===== config.mk =====
export PLATFORM = sky130hd
export DESIGN_NAME = sia_top
export DESIGN_NICKNAME = d
export VERILOG_FILES = /design/src/common/sia_pkg.sv /design/src/common/sia_reg_if.sv /design/src/verilog/sia_status_reg.sv /design/src/verilog/sia_top.sv
export VERILOG_INCLUDE_DIRS = /design/src /design/src/common
export SDC_FILE = /design/constraint.sdc
export NUM_CORES = 1
export LEC_CHECK = 0
export ABC_AREA = 1
export BUFFER_PORTS_ARGS = -buffer_cell sky130_fd_sc_hd__buf_2
export CAP_MARGIN = 20
export CORE_ASPECT_RATIO = 0.7
export CORE_MARGIN = 3
export CORE_UTILIZATION = 42
export DETAILED_ROUTE_END_ITERATION = 7
export PLACE_DENSITY = 0.69
export REMOVE_ABC_BUFFERS = 1
export SETUP_SLACK_MARGIN = 0.5
export SKIP_CTS_REPAIR_TIMING = 1
export SYNTH_ARGS = -nofsm -noshare
export SYNTH_HDL_FRONTEND = slang
export SYNTH_SLANG_ARGS = --single-unit

===== constraint.sdc =====
create_clock -name core_clk -period 2.6 [get_ports core_clk]
set_input_delay 0.52 -clock core_clk [delete_from_list [all_inputs] [get_ports core_clk]]
set_output_delay 0.52 -clock core_clk [all_outputs]
set_load 0.005 [all_outputs]

===== src/common/sia_params.svh =====
/*
  Offsets, field positions, reset values and timing counts of the status and
  interrupt aggregator. Assumes byte addresses as seen on the register port.
*/
`ifndef SIA_PARAMS_SVH
`define SIA_PARAMS_SVH

// ----------------------------------------------------------------------
// register offsets
// ----------------------------------------------------------------------
`define SIA_ADDR_W          8
`define SIA_OFF_MSTAT       8'h20
`define SIA_OFF_MMASK       8'h24
`define SIA_OFF_DSTAT       8'h28
`define SIA_OFF_DMASK       8'h2c
`define SIA_OFF_LSTAT       8'h30
`define SIA_OFF_LMASK       8'h34

// ----------------------------------------------------------------------
// fields and reset values
// ----------------------------------------------------------------------
`define SIA_REG_W           16
`define SIA_RST_VAL         16'h0000
`define SIA_BIT_RX_ALIGN    0
`define SIA_BIT_TX_ALIGN    1
`define SIA_BIT_TESTER      2
`define SIA_BIT_SYS_ERR     3
`define SIA_BIT_PAR_ERR     4
`define SIA_BIT_LB_TIMEOUT  14
`define SIA_BIT_LB_IRQ      15
`define SIA_MSTAT_USED      16'hc01f
`define SIA_DSTAT_USED      16'hfffc
`define SIA_BIT_DMA_CRC     2
`define SIA_BIT_DMA_OVFL    5

// ----------------------------------------------------------------------
// timing
// ----------------------------------------------------------------------
`define SIA_LB_TIMEOUT_LOCAL_BUS_CLOCK 9
`define SIA_LOCAL_BUS_CLOCK_DIV        1

`endif


===== src/common/sia_pkg.sv =====
/*
  Types shared by the status and interrupt aggregator files.
  Assumes sia_params.svh supplies the widths.
*/
`include "sia_params.svh"

package sia_pkg;
  typedef logic [`SIA_REG_W-1:0] sia_word_type;

  typedef enum logic [1:0] {
    SIA_LB_IDLE = 2'b01,
    SIA_LB_WAIT = 2'b10
  } sia_lb_state_type;
endpackage


===== src/common/sia_reg_if.sv =====
/*
  Carrier between the top and one clear-on-read status/mask register pair.
  Assumes a single clock domain owned by the top.
*/
`timescale 1ns/10ps

interface sia_reg_if #(parameter int W = 16);
  logic [W-1:0] set;
  logic         rd_clr;
  logic         mask_wr;
  logic [W-1:0] wdata;
  logic [W-1:0] status;
  logic [W-1:0] mask;
  logic         pending;

  modport ctl (output set, output rd_clr, output mask_wr, output wdata,
               input status, input mask, input pending);
  modport regs (input set, input rd_clr, input mask_wr, input wdata,
                output status, output mask, output pending);
endinterface


===== src/verilog/sia_status_reg.sv =====
/*
  One sticky status register with its mask register.
  Assumes set, read-clear and mask write come from logic on core_clk.
*/
`timescale 1ns/10ps
`include "sia_params.svh"

module sia_status_reg #(
  parameter int          W    = 16,
  parameter logic [15:0] USED = 16'hffff
) (
  input  wire logic core_clk,
  input  wire logic arst_n,
  sia_reg_if.regs   rif
);
  logic [W-1:0] status_q;
  logic [W-1:0] status_d;
  logic [W-1:0] mask_q;
  logic [W-1:0] used_bits;

  assign used_bits = USED[W-1:0];
  // set wins over the read clear so no event is lost
  assign status_d  = ((status_q & ~{W{rif.rd_clr}}) | rif.set) & used_bits;

  always_ff @(posedge core_clk or negedge arst_n) begin
    if (!arst_n) begin
      status_q <= W'(`SIA_RST_VAL);
      mask_q   <= W'(`SIA_RST_VAL);
    end else begin
      status_q <= status_d;
      if (rif.mask_wr) begin
        mask_q <= rif.wdata & used_bits;
      end
    end
  end

  assign rif.status  = status_q;
  assign rif.mask    = mask_q;
  assign rif.pending = |(status_q & mask_q);
endmodule


===== src/verilog/sia_top.sv =====
/*
  Status and interrupt aggregator: three clear-on-read status registers with
  masks, the local access timeout, and the two interrupt pins.
  Assumes event inputs are one-cycle pulses from logic on core_clk, except the
  local bus pins, which are asynchronous and synchronised here.
*/
// Summary of operation
// - status bits set on events; a read clears them until the next event
// - any status bit raises host irq; also local irq in configuration mode
// - each status register has a mask; 0 blocks, 1 passes the interrupt
// - status bits keep setting even while their mask blocks the interrupt
// - bit 0 receive alignment change summary, bit 1 transmit summary
// - per-port enables gate each port's alignment change into the summaries
// - bit 2 sets on tester sync change, bit error or counter overflow
// - tester events are individually maskable; host reads tester status
// - bit 3 mirrors bus system error, also passed to configuration status
// - bit 4 mirrors bus parity error, direct or reported by a target
// - bridge mode: bit 14 sets when ready is missing for nine local clocks
// - bridge mode: bit 15 sets on local irq input; raises host irq only
// - loopback status holds one bit per port, set on timeout or pattern
// - after detector timeout the port bit stays set until the first read after detector reset
// - dma status reports queue accesses, queue errors, fifo and receive errors
// - bus events, loopback events and dma events on bits 2 to 15 are always recorded, never suppressed
// - dma status at 0x28: overflow in bit 5, crc error in bit 2
`timescale 1ns/10ps
`include "sia_params.svh"

module sia_top #(
  parameter int PORTS   = 16,
  parameter int LOCAL_BUS_CLOCK_DIV = `SIA_LOCAL_BUS_CLOCK_DIV
) (
  input  wire logic                   core_clk,
  input  wire logic                   arst_n,
  // register port
  input  wire logic [`SIA_ADDR_W-1:0] reg_addr,
  input  wire logic                   reg_rd,
  input  wire logic                   reg_wr,
  input  wire logic [`SIA_REG_W-1:0]  reg_wdata,
  output logic      [`SIA_REG_W-1:0]  reg_rdata,
  // port framers
  input  wire logic [PORTS-1:0]       port_rx_align_change,
  input  wire logic [PORTS-1:0]       rx_align_irq_enable,
  input  wire logic [PORTS-1:0]       port_tx_align_change,
  input  wire logic [PORTS-1:0]       tx_align_irq_enable,
  // tester receiver
  input  wire logic                   tester_sync_change,
  input  wire logic                   tester_bit_error,
  input  wire logic                   tester_count_overflow,
  input  wire logic                   tester_sync_ie,
  input  wire logic                   tester_bit_error_ie,
  input  wire logic                   tester_overflow_ie,
  // host bus errors
  input  wire logic                   bus_system_error,
  input  wire logic                   bus_parity_error,
  output logic                        bus_system_error_flag,
  output logic                        bus_parity_error_flag,
  // local bus
  input  wire logic                   local_cfg_mode,
  input  wire logic                   local_access_start,
  input  wire logic                   local_ready_n,
  input  wire logic                   local_irq_n_in,
  output logic                        local_irq_n_out,
  output logic                        local_irq_n_oe,
  // loopback detectors and dma
  input  wire logic [PORTS-1:0]       port_loopback_event,
  input  wire logic [PORTS-1:0]       loopback_search_timeout,
  input  wire logic [`SIA_REG_W-1:0]  dma_event,
  // interrupt pin
  output logic                        host_irq_n
);

  // ----------------------------------------------------------------------
  // address decode
  // ----------------------------------------------------------------------
  function automatic logic sia_hit(input logic [`SIA_ADDR_W-1:0] a,
                                   input logic [`SIA_ADDR_W-1:0] off);
    sia_hit = (a == off);
  endfunction

  // status offsets have no write strobe, so writes to them are dropped
  wire hit_mstat = sia_hit(reg_addr, `SIA_OFF_MSTAT);
  wire hit_mmask = sia_hit(reg_addr, `SIA_OFF_MMASK);
  wire hit_dstat = sia_hit(reg_addr, `SIA_OFF_DSTAT);
  wire hit_dmask = sia_hit(reg_addr, `SIA_OFF_DMASK);
  wire hit_lstat = sia_hit(reg_addr, `SIA_OFF_LSTAT);
  wire hit_lmask = sia_hit(reg_addr, `SIA_OFF_LMASK);

  sia_reg_if #(.W(`SIA_REG_W)) m_if ();
  sia_reg_if #(.W(`SIA_REG_W)) d_if ();
  sia_reg_if #(.W(PORTS))      l_if ();

  // ----------------------------------------------------------------------
  // local bus pin synchronisers
  // ----------------------------------------------------------------------
  logic ready_meta_q;
  logic ready_sync_q;
  logic lirq_meta_q;
  logic lirq_sync_q;
  logic lirq_prev_q;

  // pins idle high, so reset to the inactive level
  always_ff @(posedge core_clk or negedge arst_n) begin
    if (!arst_n) begin
      ready_meta_q <= 1'b1;
      ready_sync_q <= 1'b1;
      lirq_meta_q  <= 1'b1;
      lirq_sync_q  <= 1'b1;
      lirq_prev_q  <= 1'b1;
    end else begin
      ready_meta_q <= local_ready_n;
      ready_sync_q <= ready_meta_q;
      lirq_meta_q  <= local_irq_n_in;
      lirq_sync_q  <= lirq_meta_q;
      lirq_prev_q  <= lirq_sync_q;
    end
  end

  // only in bridge mode is the local irq pin an input
  // the event is the asserting edge, so a held-low pin sets the bit once
  wire lirq_fall = lirq_prev_q & ~lirq_sync_q & ~local_cfg_mode;

  // ----------------------------------------------------------------------
  // local clock enable and access timeout
  // ----------------------------------------------------------------------
  // a larger LOCAL_BUS_CLOCK_DIV stretches the window; the nine-period count stays fixed
  localparam int DIV_W = (LOCAL_BUS_CLOCK_DIV > 1) ? $clog2(LOCAL_BUS_CLOCK_DIV) : 1;
  localparam logic [DIV_W-1:0] DIV_LAST = DIV_W'(LOCAL_BUS_CLOCK_DIV - 1);
  localparam logic [3:0] LB_LIMIT = 4'(`SIA_LB_TIMEOUT_LOCAL_BUS_CLOCK);

  logic [DIV_W-1:0]          div_q;
  logic [3:0]                lb_cnt_q;
  sia_pkg::sia_lb_state_type lb_state_q;
  logic                      lb_timeout_q;

  wire local_bus_clock_en   = (div_q == DIV_LAST);
  wire ready_hit = ~ready_sync_q;
  // the timeout only counts in bridge mode, where the local bus is a master
  wire lb_expire = (lb_state_q == sia_pkg::SIA_LB_WAIT) & local_bus_clock_en & ~ready_hit
                   & (lb_cnt_q == LB_LIMIT - 4'h1);

  always_ff @(posedge core_clk or negedge arst_n) begin
    if (!arst_n) begin
      div_q <= '0;
    end else begin
      div_q <= local_bus_clock_en ? '0 : div_q + DIV_W'(1);
    end
  end

  always_ff @(posedge core_clk or negedge arst_n) begin
    if (!arst_n) begin
      lb_state_q   <= sia_pkg::SIA_LB_IDLE;
      lb_cnt_q     <= 4'h0;
      lb_timeout_q <= 1'b0;
    end else begin
      lb_timeout_q <= lb_expire;
      unique case (lb_state_q)
        sia_pkg::SIA_LB_IDLE: begin
          lb_cnt_q <= 4'h0;
          if (local_access_start && !local_cfg_mode) begin
            lb_state_q <= sia_pkg::SIA_LB_WAIT;
          end
        end
        sia_pkg::SIA_LB_WAIT: begin
          // starts seen here are ignored, one access at a time
          if (ready_hit || lb_expire || local_cfg_mode) begin
            lb_state_q <= sia_pkg::SIA_LB_IDLE;
          end else if (local_bus_clock_en) begin
            lb_cnt_q <= lb_cnt_q + 4'h1;
          end
        end
      endcase
    end
  end

  // ----------------------------------------------------------------------
  // master event sources
  // ----------------------------------------------------------------------
  wire rx_sum = |(port_rx_align_change & rx_align_irq_enable);
  wire tx_sum = |(port_tx_align_change & tx_align_irq_enable);
  wire tester_sum = (tester_sync_change & tester_sync_ie)
                  | (tester_bit_error & tester_bit_error_ie)
                  | (tester_count_overflow & tester_overflow_ie);

  logic [`SIA_REG_W-1:0] mstat_set;

  always_comb begin
    mstat_set                      = `SIA_RST_VAL;
    mstat_set[`SIA_BIT_RX_ALIGN]   = rx_sum;
    mstat_set[`SIA_BIT_TX_ALIGN]   = tx_sum;
    mstat_set[`SIA_BIT_TESTER]     = tester_sum;
    mstat_set[`SIA_BIT_SYS_ERR]    = bus_system_error;
    mstat_set[`SIA_BIT_PAR_ERR]    = bus_parity_error;
    mstat_set[`SIA_BIT_LB_TIMEOUT] = lb_timeout_q;
    mstat_set[`SIA_BIT_LB_IRQ]     = lirq_fall;
  end

  // ----------------------------------------------------------------------
  // loopback detector sources
  // ----------------------------------------------------------------------
  logic [PORTS-1:0] lstat_set;

  genvar p;
  generate
    for (p = 0; p < PORTS; p++) begin : g_port
      // a standing timeout re-sets the bit after every read
      assign lstat_set[p] = port_loopback_event[p]
                          | loopback_search_timeout[p];
    end
  endgenerate

  // ----------------------------------------------------------------------
  // register instances
  // ----------------------------------------------------------------------
  assign m_if.set     = mstat_set;
  assign m_if.rd_clr  = reg_rd & hit_mstat;
  assign m_if.mask_wr = reg_wr & hit_mmask;
  assign m_if.wdata   = reg_wdata;

  assign d_if.set     = dma_event;
  assign d_if.rd_clr  = reg_rd & hit_dstat;
  assign d_if.mask_wr = reg_wr & hit_dmask;
  assign d_if.wdata   = reg_wdata;

  assign l_if.set     = lstat_set;
  assign l_if.rd_clr  = reg_rd & hit_lstat;
  assign l_if.mask_wr = reg_wr & hit_lmask;
  assign l_if.wdata   = reg_wdata[PORTS-1:0];

  sia_status_reg #(.W(`SIA_REG_W), .USED(`SIA_MSTAT_USED)) u_mstat (
    .core_clk (core_clk),
    .arst_n   (arst_n),
    .rif      (m_if.regs)
  );

  sia_status_reg #(.W(`SIA_REG_W), .USED(`SIA_DSTAT_USED)) u_dstat (
    .core_clk (core_clk),
    .arst_n   (arst_n),
    .rif      (d_if.regs)
  );

  sia_status_reg #(.W(PORTS), .USED(16'hffff)) u_lstat (
    .core_clk (core_clk),
    .arst_n   (arst_n),
    .rif      (l_if.regs)
  );

  // ----------------------------------------------------------------------
  // read data
  // ----------------------------------------------------------------------
  logic [`SIA_REG_W-1:0] lstat_word;
  logic [`SIA_REG_W-1:0] lmask_word;
  logic [`SIA_REG_W-1:0] rdata_sel;

  assign lstat_word = `SIA_REG_W'(l_if.status);
  assign lmask_word = `SIA_REG_W'(l_if.mask);
  // unmapped offsets read as zero
  // latched only on a read, so the word stands until the next read
  assign rdata_sel = hit_mstat ? m_if.status :
                     hit_mmask ? m_if.mask   :
                     hit_dstat ? d_if.status :
                     hit_dmask ? d_if.mask   :
                     hit_lstat ? lstat_word  :
                     hit_lmask ? lmask_word  : `SIA_RST_VAL;

  // ----------------------------------------------------------------------
  // interrupt pins
  // ----------------------------------------------------------------------
  // the local irq bit never reaches the local pin, it came from there
  wire mstat_local = |(m_if.status & m_if.mask
                       & ~(`SIA_REG_W'(1) << `SIA_BIT_LB_IRQ));
  wire any_host    = m_if.pending | d_if.pending | l_if.pending;
  wire any_local   = mstat_local | d_if.pending | l_if.pending;

  // registered so the pins cannot glitch while status words settle
  always_ff @(posedge core_clk or negedge arst_n) begin
    if (!arst_n) begin
      reg_rdata             <= `SIA_RST_VAL;
      host_irq_n            <= 1'b1;
      local_irq_n_out       <= 1'b1;
      local_irq_n_oe        <= 1'b0;
    end else begin
      if (reg_rd) begin
        reg_rdata <= rdata_sel;
      end
      host_irq_n            <= ~any_host;
      local_irq_n_out       <= ~(any_local & local_cfg_mode);
      local_irq_n_oe        <= local_cfg_mode;
    end
  end

  // ----------------------------------------------------------------------
  // host bus error copies
  // ----------------------------------------------------------------------
  // one-cycle copies for the configuration status kept outside this block;
  // the sticky versions live in the master status word
  always_ff @(posedge core_clk or negedge arst_n) begin
    if (!arst_n) begin
      bus_system_error_flag <= 1'b0;
      bus_parity_error_flag <= 1'b0;
    end else begin
      bus_system_error_flag <= bus_system_error;
      bus_parity_error_flag <= bus_parity_error;
    end
  end

endmodule


# ---- Word level (Yosys, flattened, before mapping)
# Cells that the tools add are included.
dict set report totals {
  register_bits 108
  out_inout_bits 21
  wordCells 118
  in_bits 152
}
dict set report classes {
  bitwise 57
  n_reduce_logical 12
  n_eq_ne 13
  n_addsub 2
  mux 13
}
# op count
set ops {}
lappend ops {{$and 16x16->16} 8}
lappend ops {{$mux 16} 6}
lappend ops {{$reduce_or 16->1} 5}
lappend ops {{$eq 8x6->1 const B} 6}
lappend ops {{$not 16->16} 3}
lappend ops {{$or 16x16->16} 3}
lappend ops {{$or 1x1->1} 22}
lappend ops {{$and 1x1->1} 15}
lappend ops {{$reduce_or 15->1} 1}
lappend ops {{$mux 4} 2}
lappend ops {{$pmux 4 s2} 1}
lappend ops {{$ne 2x2->1 const B} 3}
lappend ops {{$not 1->1} 6}
lappend ops {{$add 4x1->4 const B} 1}
lappend ops {{$eq 4x4->1 const B} 1}
lappend ops {{$mux 2} 2}
lappend ops {{$pmux 2 s2} 1}
lappend ops {{$reduce_and 2->1} 2}
lappend ops {{$eq 2x1->1 const B} 1}
lappend ops {{$eq 2x2->1 const B} 1}
lappend ops {{$logic_or 1x1->1} 2}
lappend ops {{$ne 2x1->1 const B} 1}
lappend ops {{$add 1x1->1 const B} 1}
lappend ops {{$logic_and 1x1->1} 1}
lappend ops {{other kinds (2)} 2}

# ---- Logic depth before layout (Yosys ltp)
dict set report depth {
  ltp_word 8
  mapped_depth 10
  depth_no_buf 10
}

# ---- Cells and area by module
# Synthesis repeated with hierarchy kept, for this count alone.
dict set report hier_totals {
  cells_unflattened 751
  area_unflattened_um2 6168.4
}
# mod area_each_um2 seq_area_each_um2 instances cells_per_inst
set modules_own_cells {}
lappend modules_own_cells {sia_top 2826.5 835.8 1 437}
lappend modules_own_cells {{sia_status_reg at u_lstat} 1372.6 800.8 1 119}
lappend modules_own_cells {{sia_status_reg at u_dstat} 1238.7 700.7 1 112}
lappend modules_own_cells {{sia_status_reg at u_mstat} 730.7 350.3 1 83}

# ---- Worst setup path before layout
# OpenSTA, ideal clock, no wires.
dict set report synth_timing {
  path_type {in2reg}
  startpoint {in reg_addr[4]}
  endpoint {reg u_mstat.mask_q[4] (netlist: u_mstat.rif.mask[4])}
  cell_stages 9
  arrival_time_ns 1.455
  path_slack_ns 1.025
  setup_ns 0.120
  path_buffers 1
  path_cell_list {inv_1 -> nand2_1 -> nor2_4 -> nand2_2 -> inv_2 -> nand2_2 -> buf_6 -> nand2_1 -> o21ai_2}
}
dict set report synth_between {
  elab_chain_len 2
}
# element line
set synth_lines {}
lappend synth_lines {{start, declared} sia_top.sv:35} ;# input wire logic [`SIA_ADDR_W-1:0] reg_addr,
lappend synth_lines {{$eq 8x6->1} sia_top.sv:77} ;# sia_hit = (a == off);
lappend synth_lines {{$and 1x1->1} sia_top.sv:216} ;# assign m_if.mask_wr = reg_wr & hit_mmask;
lappend synth_lines {{end signal, assigned} sia_status_reg.sv:28} ;# mask_q <= W'(`SIA_RST_VAL);
lappend synth_lines {{end signal, assigned} sia_status_reg.sv:32} ;# mask_q <= rif.wdata & used_bits;
lappend synth_lines {{end, declared} sia_status_reg.sv:18} ;# logic [W-1:0] mask_q;
# No other way between the ends.
# A chain may end at the register's enable or synchronous reset.

# ---- Worst setup path after layout
dict set report layout_timing {
  startpoint {in reg_addr[7]}
  endpoint {reg u_lstat.mask_q[8] (netlist: u_lstat.rif.mask[8])}
}
dict set report layout_between {
  elab_chain_len 2
}
# element line
set layout_lines {}
lappend layout_lines {{$eq 8x6->1} sia_top.sv:77}
lappend layout_lines {{$and 1x1->1} sia_top.sv:226} ;# assign l_if.mask_wr = reg_wr & hit_lmask;
lappend layout_lines {{end signal, assigned} sia_status_reg.sv:28}
lappend layout_lines {{end signal, assigned} sia_status_reg.sv:32}
lappend layout_lines {{end, declared} sia_status_reg.sv:18}
# No other way between the ends.

==> results.cfg <==
[drt]
drcViolationCount = 0
vias = 4869
postRouteAntennaNets = 0
drt_first_iter_violations = 365
drtPass1Iterations = 5
viasPerCell = 4.963
wl_per_cell_microns = 15.13
wirelength_mm = 14.85

[global_routing]
overflow = 0
grt_max_degree = 49
grt_util_all_layers_pct = 21.50
antenna_found_initial = 0
grt_pass1_vias = 4873
grt_pass1_wl_mm = 23.78

[clock_tree]
htree_levels = 3
clk_pin_slew_ps = 70
cts_tree = yes
cts_buffer_depth = 2
cts_sinks = 107
clock_latency_ps = 350
cts-buffers-inserted = 9
cts-root-buf = clkbuf_16

[sta]
finClkSkew_ps = 5.994
worst_slack_ps = 784.8
maxSlewHeadroom_pct = 56.89
setup_viol = 0
fin_setup_tns_ps = 0
drv_slew = 0
period_minus_slack_ps = 1815
finalHoldViolations = 0
worst_pin_slew_ps = 646.6
finalCritPeriodShare_pct = 69.82
max_freq_ghz = 0.5509
rsz0062_at_grt = no

[synthesis]
synth_compound_area_share_pct = 11.88
syn_area_sq_um = 5310
synth_top_area_share_pct = 46.65
synth_cell_types = 36
syn_area_per_cell_sq_um = 8.233
synthSimpleGateAreaFrac_pct = 29.69
synth_most_common_cell = nand2_1
yosys_most_used_dff = dfrtp_1
ys_warn_count = 0
synth_commonest_cells = nand2_1, dfrtp_1, inv_1
ys_ff_latch = 107
synth-seq-area-share_pct = 50.61
synth_adder_area_share_pct = 0.4713
synth_mux_area_share_pct = 0
async_reset_ff_share_pct = 100.0
synth_top_family_by_area = simple AND/OR/NAND/NOR gates
synth.largest_area_cell = dfrtp_1
synth-xor-area-share_pct = 0.1649
synth.area.top_cells = dfrtp_1, nand2_1, o21ai_2
synthesis.instances = 645
synth-edff-count = 0

[critical_path]
r2r_slack_ps = 1030
crit_path_max_fanout = 32
r2r-end = lb_cnt_q[0]
crit_type = input pin to flop
r2r_cells = 7
crit_start = reg_addr[7]
cp-endpoint = u_lstat.rif.mask[8]
cp-end-kind = flop
r2r-start = lb_cnt_q[0]
worst_ep_arrival_time_ps = 2050
startpoint_type = input pin
critPathRequiredTime_ps = 2830

[power_and_ir_drop]
peakVddDrop_mv = 0.2736
cellPowerDensity_nw_per_um2 = 543.4
pwr-share-comb_pct = 13.3
pwr-share-seq_pct = 50.4
switchingPower_mw = 0.9451
sw_frac_of_total_pct = 26.44
power.internal_mw = 2.630
power_frac_clock_pct = 36.3
p_leak_nw = 3.683

[cells_and_area]
fin_nets = 973
area_delta_synth_final_pct = 23.89
antenna_cells = 0
final_layout_size_suffix_gt1_share_pct = 31.55

[placed_design]
place_hpwl_mm = 11.46
place_ws_ps = 438.8
port_buffers = 170
routabilityCongestion = 0.9333

[floorplanning]
core-area_sq_um = 12020
dieArea_sq_um = 14050
pin_count = 173
fp-row-count = 33
die_x_microns = 140.4
start_util_pct = 44.19
die-height_microns = 100.1

[status]
status = completed

[worst_hold_path]
hold_path.class = input pin to async pin

[job]
drv_cap = 0
-- worst min path at each step --
stage,start,end,slack [ps],depth (start not counted)
finish,arst_n,reg_rdata[6],180,1
global route,arst_n,reg_rdata[6],230,1
CTS,arst_n,u_lstat.rif.status[6],200,1
detailed placement,ready_meta_q,ready_sync_q,350,0
global placement,ready_meta_q,ready_sync_q,350,0
floorplan,arst_n,bus_parity_error_flag,220,0
-- critical path, stage by stage --
cell and delay, ps:
buf_2 100, inv_1 40, nand2_1 120, nor2_1 300
and2_4 360, nand2_4 320, nand2_1 200, o21ai_2 70
-- final cells by class --
| cell class | instances | area [sq um] |
|---|---|---|
| clock inverter | 6 | 40.04 |
| sequential | 107 | 2688 |
| tap | 157 | 196.4 |
| clock buffer | 10 | 239.0 |
| inverter | 65 | 244.0 |
| multi-input combinational | 459 | 2241 |
| timing repair buffer | 177 | 930.9 |
| fill | 1126 | 5436 |
-- flip-flops by register name, summed over array words and instances, names as in the netlist --
name                   count
u_mstat.rif.status         7
bus_parity_error_flag      1
u_mstat.rif.mask           7
lb_timeout_q               1
ready_meta_q               1
u_lstat.rif.mask          16
lirq_meta_q                1
host_irq_n                 1
local_irq_n_out            1
u_dstat.rif.status        14
u_lstat.rif.status        16
reg_rdata                 16
ready_sync_q               1
local_irq_n_oe             1
lb_cnt_q                   4
lirq_prev_q                1
lirq_sync_q                1
lb_state_q                 2
u_dstat.rif.mask          14
bus_system_error_flag      1
-- metal layers --
layer  vias up  global-route usage (%)  part of all wire [%]
li1       2397                       -                     -
met1      2243                   30.24                    46
met5         -                       0                     0
met3        22                   5.524                   7.8
met2       207                   33.57                    45
met4         0                   5.436                   1.6
-- per-stage QoR --
stage / area [sq um] / util [%] / total power, mW / hold slack (ps) / instances
after floorplan: 5172 / - / 2.055 / 224.4 / 631
after global placement: 6300 / 52.43 / 2.280 / 346.5 / 965
after detailed placement: 6300 / 52.43 / 2.310 / 351.2 / 965
after CTS: 6579 / 54.75 / 3.610 / 204.7 / 981
after global routing: 6579 / 54.75 / 3.751 / 232.6 / 981
final: 6579 / 54.75 / 3.575 / 181.1 / 981
-- cells by family after synthesis --
family / count (synthesis)
flops: 107
compound gates: 87
buf+inv: 79
simple gates: 369
xor+xnor: 1
fa+ha+maj: 2
-- cells in the final DEF (no fill, tap or decap), drive strengths merged, types with 4 or more instances in the layout --
cell    instances
clkbuf         10
nand3          36
nand2         246
a21oi           4
buf           177
clkinv          4
dfrtp          99
inv            66
dfstp           8
nor2           63
o21ai          54
o21bai         20
nand4          14
-- power by group through the flow --
| stage | clock, mW | combinational (mW) | sequential [mW] |
|---|---|---|---|
| 6_report | 1.30 | 0.475 | 1.80 |
| 5_1_grt | 1.40 | 0.545 | 1.81 |
| 4_1_cts | 1.33 | 0.480 | 1.80 |
| 3_5_place_dp | 0 | 0.479 | 1.83 |
| 3_3_place_gp | 0 | 0.454 | 1.83 |
| 2_1_floorplan | 0 | 0.232 | 1.82 |
No activity file was read; power rests on OpenSTA's default activity.
